[src/common/vse_defs.vh]
`ifndef VSE_DEFS_VH
`define VSE_DEFS_VH
// crt register indices
`define VSE_IDX_OVERFLOW      8'h07
`define VSE_IDX_SYNC_START    8'h10
`define VSE_IDX_SYNC_END      8'h11
`define VSE_IDX_DISP_END      8'h12
`define VSE_IDX_PROT_LAST     8'h07
// io port addresses
`define VSE_PORT_INDEX_MONO   16'h03B4
`define VSE_PORT_DATA_MONO    16'h03B5
`define VSE_PORT_INDEX_COLOR  16'h03D4
`define VSE_PORT_DATA_COLOR   16'h03D5
// sync end control fields
`define VSE_BIT_PROTECT       7
`define VSE_BIT_RESERVED      6
`define VSE_BIT_IRQ_ENABLE    5
`define VSE_BIT_IRQ_CLEAR     4
`define VSE_END_MSB           3
// overflow bits
`define VSE_OVF_ALWAYS_WR     4
`define VSE_OVF_START_B9      7
`define VSE_OVF_START_B8      2
// reset values
`define VSE_RST_SYNC_END      8'h00
`define VSE_RST_GENERIC       8'h00
`endif

[src/hdl/vse_sync_end_cmp.v]
`timescale 1ns/100ps
// vertical sync pulse generator, evaluated at line start
module vse_sync_end_cmp #(
  parameter LINE_W = 10
) (
  input  wire              core_clk_i,
  input  wire              reset_i,
  input  wire              line_start_i,
  input  wire [LINE_W-1:0] line_count_i,
  input  wire [LINE_W-1:0] sync_start_i,
  input  wire [3:0]        sync_end_i,
  output wire              vsync_o
);
  reg vsync_q;
  reg vsync_d;

  // start on match, end on low-nibble match; start wins a tie
  always @*
  begin
    vsync_d = vsync_q;
    if (line_start_i)
    begin
      if (line_count_i == sync_start_i)
        vsync_d = 1'b1;
      else if (line_count_i[3:0] == sync_end_i)
        vsync_d = 1'b0;
    end
  end

  always @(posedge core_clk_i or posedge reset_i)
  begin
    if (reset_i)
      vsync_q <= 1'b0;
    else
      vsync_q <= vsync_d;
  end

  assign vsync_o = vsync_q;
endmodule // vse_sync_end_cmp

[src/hdl/vse_crtc_regs.v]
`timescale 1ns/100ps
`include "vse_defs.vh"
module vse_crtc_regs #(
  parameter LINE_W = 10
) (
  input  wire              core_clk_i,
  input  wire              reset_i,
  input  wire [15:0]       io_addr_i,
  input  wire              io_wr_i,
  input  wire              io_rd_i,
  input  wire [7:0]        io_wdata_i,
  output wire [7:0]        io_rdata_o,
  output wire              io_hit_o,
  input  wire              line_start_i,
  input  wire [LINE_W-1:0] line_count_i,
  output wire [7:0]        prot_timing_o,
  output wire [7:0]        overflow_o,
  output wire [7:0]        disp_end_low_o,
  output wire              vsync_o
);
  reg  [7:0]  index_q;
  reg  [7:0]  index_d;
  reg  [7:0]  prot_q [0:7];
  reg  [7:0]  sync_start_q;
  reg  [7:0]  sync_start_d;
  reg  [7:0]  sync_end_q;
  reg  [7:0]  sync_end_d;
  reg  [7:0]  disp_end_q;
  reg  [7:0]  disp_end_d;
  reg  [7:0]  rdata_q;
  reg  [7:0]  rdata_d;
  wire        is_index;
  wire        is_data;
  wire        protect;
  wire        wr_data;
  wire [LINE_W-1:0] start_line;
  integer     i;

  // either port of a pair; mono and color share the registers
  function port_match;
    input [15:0] addr;
    input [15:0] mono;
    input [15:0] color;
    begin
      port_match = (addr == mono) || (addr == color);
    end
  endfunction

  // index falls in the lockable timing set 00h..07h
  // full 8-bit compare so aliases such as 08h are never locked
  function in_prot_set;
    input [7:0] idx;
    begin
      in_prot_set = (idx <= `VSE_IDX_PROT_LAST);
    end
  endfunction

  // new value of a protected byte for one data-port write
  function [7:0] prot_merge;
    input [7:0] old_val;
    input [7:0] new_val;
    input       locked;
    input       is_ovf;
    begin
      prot_merge = old_val;
      if (!locked)
        prot_merge = new_val;
      else if (is_ovf)
        prot_merge[`VSE_OVF_ALWAYS_WR] = new_val[`VSE_OVF_ALWAYS_WR];
    end
  endfunction

  // both mono and color port pairs decode to the same registers
  assign is_index = port_match(io_addr_i, `VSE_PORT_INDEX_MONO, `VSE_PORT_INDEX_COLOR);
  assign is_data  = port_match(io_addr_i, `VSE_PORT_DATA_MONO, `VSE_PORT_DATA_COLOR);
  assign io_hit_o = is_index || is_data;
  assign wr_data  = io_wr_i && is_data;
  assign protect  = sync_end_q[`VSE_BIT_PROTECT];

  // index next value; any byte is kept, unmapped ones just read zero
  always @*
  begin
    index_d = index_q;
    if (io_wr_i && is_index)
      index_d = io_wdata_i;
  end

  // index latch
  always @(posedge core_clk_i or posedge reset_i)
  begin
    if (reset_i)
      index_q <= `VSE_RST_GENERIC;
    else
      index_q <= index_d;
  end

  // protected timing set, 00h..07h
  always @(posedge core_clk_i or posedge reset_i)
  begin
    if (reset_i)
    begin
      for (i = 0; i < 8; i = i + 1)
        prot_q[i] <= `VSE_RST_GENERIC;
    end
    else if (wr_data && in_prot_set(index_q))
      prot_q[index_q[2:0]] <= prot_merge(prot_q[index_q[2:0]], io_wdata_i, protect, index_q == `VSE_IDX_OVERFLOW);
  end

  // next values of the config registers; 10h..12h ignore the lock
  always @*
  begin
    sync_start_d = sync_start_q;
    sync_end_d   = sync_end_q;
    disp_end_d   = disp_end_q;
    if (wr_data)
    begin
      case (index_q)
        `VSE_IDX_SYNC_START:
          sync_start_d = io_wdata_i;
        `VSE_IDX_SYNC_END:
          sync_end_d = io_wdata_i;
        `VSE_IDX_DISP_END:
          disp_end_d = io_wdata_i;
        default:
          sync_start_d = sync_start_q;
      endcase
    end
  end

  // sync start, sync end control and display end registers
  always @(posedge core_clk_i or posedge reset_i)
  begin
    if (reset_i)
    begin
      sync_start_q <= `VSE_RST_GENERIC;
      sync_end_q   <= `VSE_RST_SYNC_END;
      disp_end_q   <= `VSE_RST_GENERIC;
    end
    else
    begin
      sync_start_q <= sync_start_d;
      sync_end_q   <= sync_end_d;
      disp_end_q   <= disp_end_d;
    end
  end

  // read mux; unmapped indices read zero so no stale byte leaks out
  always @*
  begin
    rdata_d = rdata_q;
    if (io_rd_i && is_index)
      rdata_d = index_q;
    else if (io_rd_i && is_data)
    begin
      if (in_prot_set(index_q))
        rdata_d = prot_q[index_q[2:0]];
      else
      begin
        case (index_q)
          `VSE_IDX_SYNC_START:
            rdata_d = sync_start_q;
          `VSE_IDX_SYNC_END:
            rdata_d = sync_end_q;
          `VSE_IDX_DISP_END:
            rdata_d = disp_end_q;
          default:
            rdata_d = `VSE_RST_GENERIC;
        endcase
      end
    end
  end

  // read data flop; holds until the next read strobe
  always @(posedge core_clk_i or posedge reset_i)
  begin
    if (reset_i)
      rdata_q <= `VSE_RST_GENERIC;
    else
      rdata_q <= rdata_d;
  end
  assign io_rdata_o = rdata_q;

  assign start_line = {prot_q[7][`VSE_OVF_START_B9], prot_q[7][`VSE_OVF_START_B8], sync_start_q};

  // bits 6..4 intentionally feed nothing; no interrupt port exists
  // no interrupt path
  vse_sync_end_cmp #(
    .LINE_W (LINE_W)
  ) u_cmp (
    .core_clk_i   (core_clk_i),
    .reset_i      (reset_i),
    .line_start_i (line_start_i),
    .line_count_i (line_count_i),
    .sync_start_i (start_line),
    .sync_end_i   (sync_end_q[`VSE_END_MSB:0]),
    .vsync_o      (vsync_o)
  );

  // status views; the protected view follows the index latch
  assign prot_timing_o  = prot_q[index_q[2:0]];
  assign overflow_o     = prot_q[7];
  assign disp_end_low_o = disp_end_q;
endmodule // vse_crtc_regs

[config.mk]
export PLATFORM = sky130hd
export DESIGN_NAME = vse_crtc_regs
export DESIGN_NICKNAME = d
export VERILOG_FILES = /design/src/hdl/vse_sync_end_cmp.v /design/src/hdl/vse_crtc_regs.v
export VERILOG_INCLUDE_DIRS = /design/src /design/src/common
export SDC_FILE = /design/constraint.sdc
export NUM_CORES = 1
export LEC_CHECK = 0
export ABC_AREA = 1
export CAP_MARGIN = 20
export CELL_PAD_IN_SITES_DETAIL_PLACEMENT = 1
export CELL_PAD_IN_SITES_GLOBAL_PLACEMENT = 1
export CORE_AREA = 2 2 169 105
export CTS_CLUSTER_SIZE = 20
export DETAILED_ROUTE_END_ITERATION = 10
export DIE_AREA = 0 0 171 107
export DONT_BUFFER_PORTS = 1
export PLACE_DENSITY = 0.58
export RECOVER_POWER = 100
export SYNTH_ARGS = -nofsm -noshare
export SYNTH_HDL_FRONTEND = slang
export SYNTH_SLANG_ARGS = --single-unit
export TNS_END_PERCENT = 30
[constraint.sdc]
create_clock -name core_clk_i -period 3.55 [get_ports core_clk_i]
set_input_delay 0.5325 -clock core_clk_i [delete_from_list [all_inputs] [get_ports core_clk_i]]
set_output_delay 0.5325 -clock core_clk_i [all_outputs]
set_load 0.005 [all_outputs]
==> flow_metrics.py <==
metrics = {
    "floorplan": {
        "pin_count": 73,
        "dieArea_sq_mm": 0.0183,
        "die_w_um": 171,
        "core_area_sq_mm": 0.0168,
        "initial_core_util": 0.342,
        "die_height_um": 107,
        "rows": 37,
    },
    "clock_network": {
        "holdBufCountCts": 0,
        "cts_buffer_depth": 2,
        "cts_made_buffers": 9,
        "cts-root-buf": "clkbuf_16",
        "htree_levels": 3,
        "post_cts_resized": 0,
        "clock_sinks": 105,
        "worstSkewPairLatency_ns": 0.35,
        "post-cts-setup-buffers": 0,
        "tritoncts": "yes",
        "clk_pin_slew_ns": 0.07,
    },
    "logic_synthesis": {
        "synth_area_sq_mm": 0.00574,
        "synth.top_cell.area_share": 0.458,
        "synth-adder-area-share": 0,
        "syn-instance-count": 802,
        "synth_ff_type": "dfrtp_1",
        "avgSynthCellArea_sq_um": 7.15,
        "synth_top_family_by_area": "simple AND/OR/NAND/NOR gates",
        "synth_cell_types": 38,
        "synth_edf_count": 0,
        "synth_most_common_cell": "nand2_1",
        "synth_top_cells_by_count": "nand2_1 (366), dfrtp_1 (105), nand3_1 (81), inv_1 (73), nor2_1 (38)",
        "yosys_register_bits": 105,
        "yosys.area.top_type": "dfrtp_1",
        "async_reset_ff_frac": 1.00,
        "yosys-mux-area-fraction": 0,
        "yosysWarnings": 0,
        "synth_xor_area_frac": 0.0107,
        "synth_area_leaders": "dfrtp_1 (46%), nand2_1 (24%), nand3_1 (7.1%)",
        "synth_compound_area_frac": 0.0617,
        "syn_nets": 841,
        "ys_seq_area_frac": 0.458,
        "yosys.area_share.simple": 0.385,
    },
    "detailed_routing": {
        "vias": 5102,
        "viasPerCell": 4.97,
        "detail_route.drc_violations": 0,
        "wl_per_cell_um": 20.0,
        "ant_nets": 0,
        "drtIter0Drc": 385,
        "drt_wl_total_um": 20600,
        "dr.pass1.iters": 5,
    },
    "global_route": {
        "grt_pass1_wl_um": 31700,
        "grt_usage": 0.236,
        "grt_pass1_vias": 5164,
        "grt_overflow": 0,
        "grt_max_degree": 83,
        "antenna_found_initial": 0,
    },
    "placement": {
        "place_area_sq_mm": 0.00587,
        "gp_congestion": 0.865,
        "dpl.hpwl_um": 15400,
        "pre_cts_slack_ns": 1.14,
        "portBuffers": 0,
    },
    "timing": {
        "timing.slew.headroom": -0.289,
        "fin_skew_ns": 0.0101,
        "rsz0062_at_grt": "no",
        "fin_tns_setup_ns": 0,
        "setup_viol": 0,
        "timing.final.crit_share": 0.789,
        "holdWs_ns": 0.394,
        "finalCriticalPeriod_ns": 2.80,
        "maxSlewViolCount": 79,
        "max_freq_mhz": 357,
        "worst_slack_ns": 0.749,
        "hold_violations": 0,
        "tightest_slew_ns": 1.92,
    },
    "worst_setup_path": {
        "worstSetupEndpointType": "primary output",
        "crit_required_ns": 3.02,
        "worstPathArrival_ns": 2.27,
        "path_max_fanout": 22,
        "cp-startpoint": "index_q[1]",
        "cp_slowest_cell": "dfrtp_1",
        "crit_chain": "inv_1, nand2_1, inv_1, nand2_1, o211ai_1, and2_0",
        "crit_path_max_incr_delay_ns": 0.83,
        "path_class": "reg -> out",
        "r2r-start": "index_q[1]",
        "start_kind": "flop",
    },
    "pwr": {
        "finalPower_mw": 2.44,
        "p_leak_nw": 3.19,
        "peakVddDrop_uv": 225,
        "power_density_mw_per_mm2": 397,
    },
    "cells_and_area": {
        "post-route-cell-area_sq_mm": 0.00613,
        "n_fill_cell": 2130,
        "syn_to_final_growth_pct": 6.89,
        "antenna_cells": 0,
        "layout.nets": 828,
        "drive_gt1_frac": 0.0441,
    },
    "hold_path": {
        "min-delay-start": "io_rd_i",
        "hold_class": "in -> reg",
    },
    "status": {
        "violations": "capacitance limit, slew limit",
        "status": "complete, but fails checks",
    },
    "flow_run": {
        "cap_violations": 5,
    },
}
==> worst max-delay path, delay by kind of cell (launching register included) <==
family	cells	cell delay, ns
AND/OR/NAND/NOR	3	0.45
buffers and inverters	2	0.50
AO/OA/AOI/OAI	1	0.13
flip-flops	1	0.83
==> metrics by stage <==
step | utilization | instances
final | 0.366 | 1027
after floorplan | - | 802
after detailed placement | 0.350 | 1011
after global routing | 0.366 | 1027
after global placement | 0.350 | 1011
after CTS | 0.370 | 1026
==> flip-flops by register name (all words and copies together) (netlist names) <==
register and cells:
u_cmp.vsync_o 1, overflow_o 8, index_q 8, sync_end_q 8, disp_end_low_o 8, sync_start_q 8
prot_q 56, io_rdata_o 8
==> cell families (layout without fill, tap and decap cells) <==
logic type | Yosys count | in the layout
buffers and inverters | 106 | 97
flip-flops | 105 | 105
AND/OR/NAND/NOR | 522 | 522
AO/OA/AOI/OAI | 62 | 62
XOR/XNOR | 7 | 7
==> power breakdown <==
part	total (mW)	switching (mW)	leakage [nW]	internal (mW)
clock	1.16	0.470	0.155	0.687
sequential	1.20	0.000380	1.47	1.20
combinational	0.0844	0.0719	1.57	0.0125
total	2.44	0.542	3.19	1.89
==> layer usage <==
| metal | share of wire | up-vias | track usage |
|---|---|---|---|
| met4 | 0.011 | 0 | 0.0436 |
| met2 | 0.39 | 133 | 0.321 |
| met3 | 0.058 | 16 | 0.0524 |
| met1 | 0.54 | 2497 | 0.374 |
| met5 | 0 | - | 0 |
| li1 | - | 2456 | - |
==> placed cells by master, fill, tap and decap left out, types with 2 or more instances in the layout <==
master,Yosys,routed
nand2_1,366,370
dfrtp_1,105,105
nand3_1,81,82
inv_1,73,73
nor2_1,38,42
o21ai_0,10,37
a21oi_1,12,13
clkbuf_16,0,9
nor2_2,10,7
o21ai_1,28,7
and2_0,0,7
xor2_1,6,6
nand4_1,3,3
bufinv_16,0,3
nor2_4,3,2
inv_2,3,2
o211ai_1,1,2
nor3_1,2,2
clkbuf_1,3,2
clkinvlp_4,0,2
clkbuf_2,0,2
buf_4,12,2
==> final cells by class <==
type	instances	area, sq um	share of cell area
Tap cell	234	293	0.0477
Clock inverter	5	105	0.0171
Inverter	77	290	0.0473
Timing Repair Buffer	5	28.8	0.00469
Multi-Input combinational cell	591	2560	0.417
Sequential cell	105	2630	0.428
Clock buffer	10	229	0.0373
==> path summary, 6_finish.rpt <==
kind	cells after the start	slack [ns]	to
max	6	0.75	prot_timing_o[0]
min	4	0.39	io_rdata_o[0]
max reg2reg	9	0.77	prot_q[22]
min reg2reg	2	0.47	prot_q[27]
max in group asynchronous	3	0.93	io_rdata_o[7]
min in group asynchronous	1	0.54	prot_q[23]
Power figures use the tool's default switching activity.
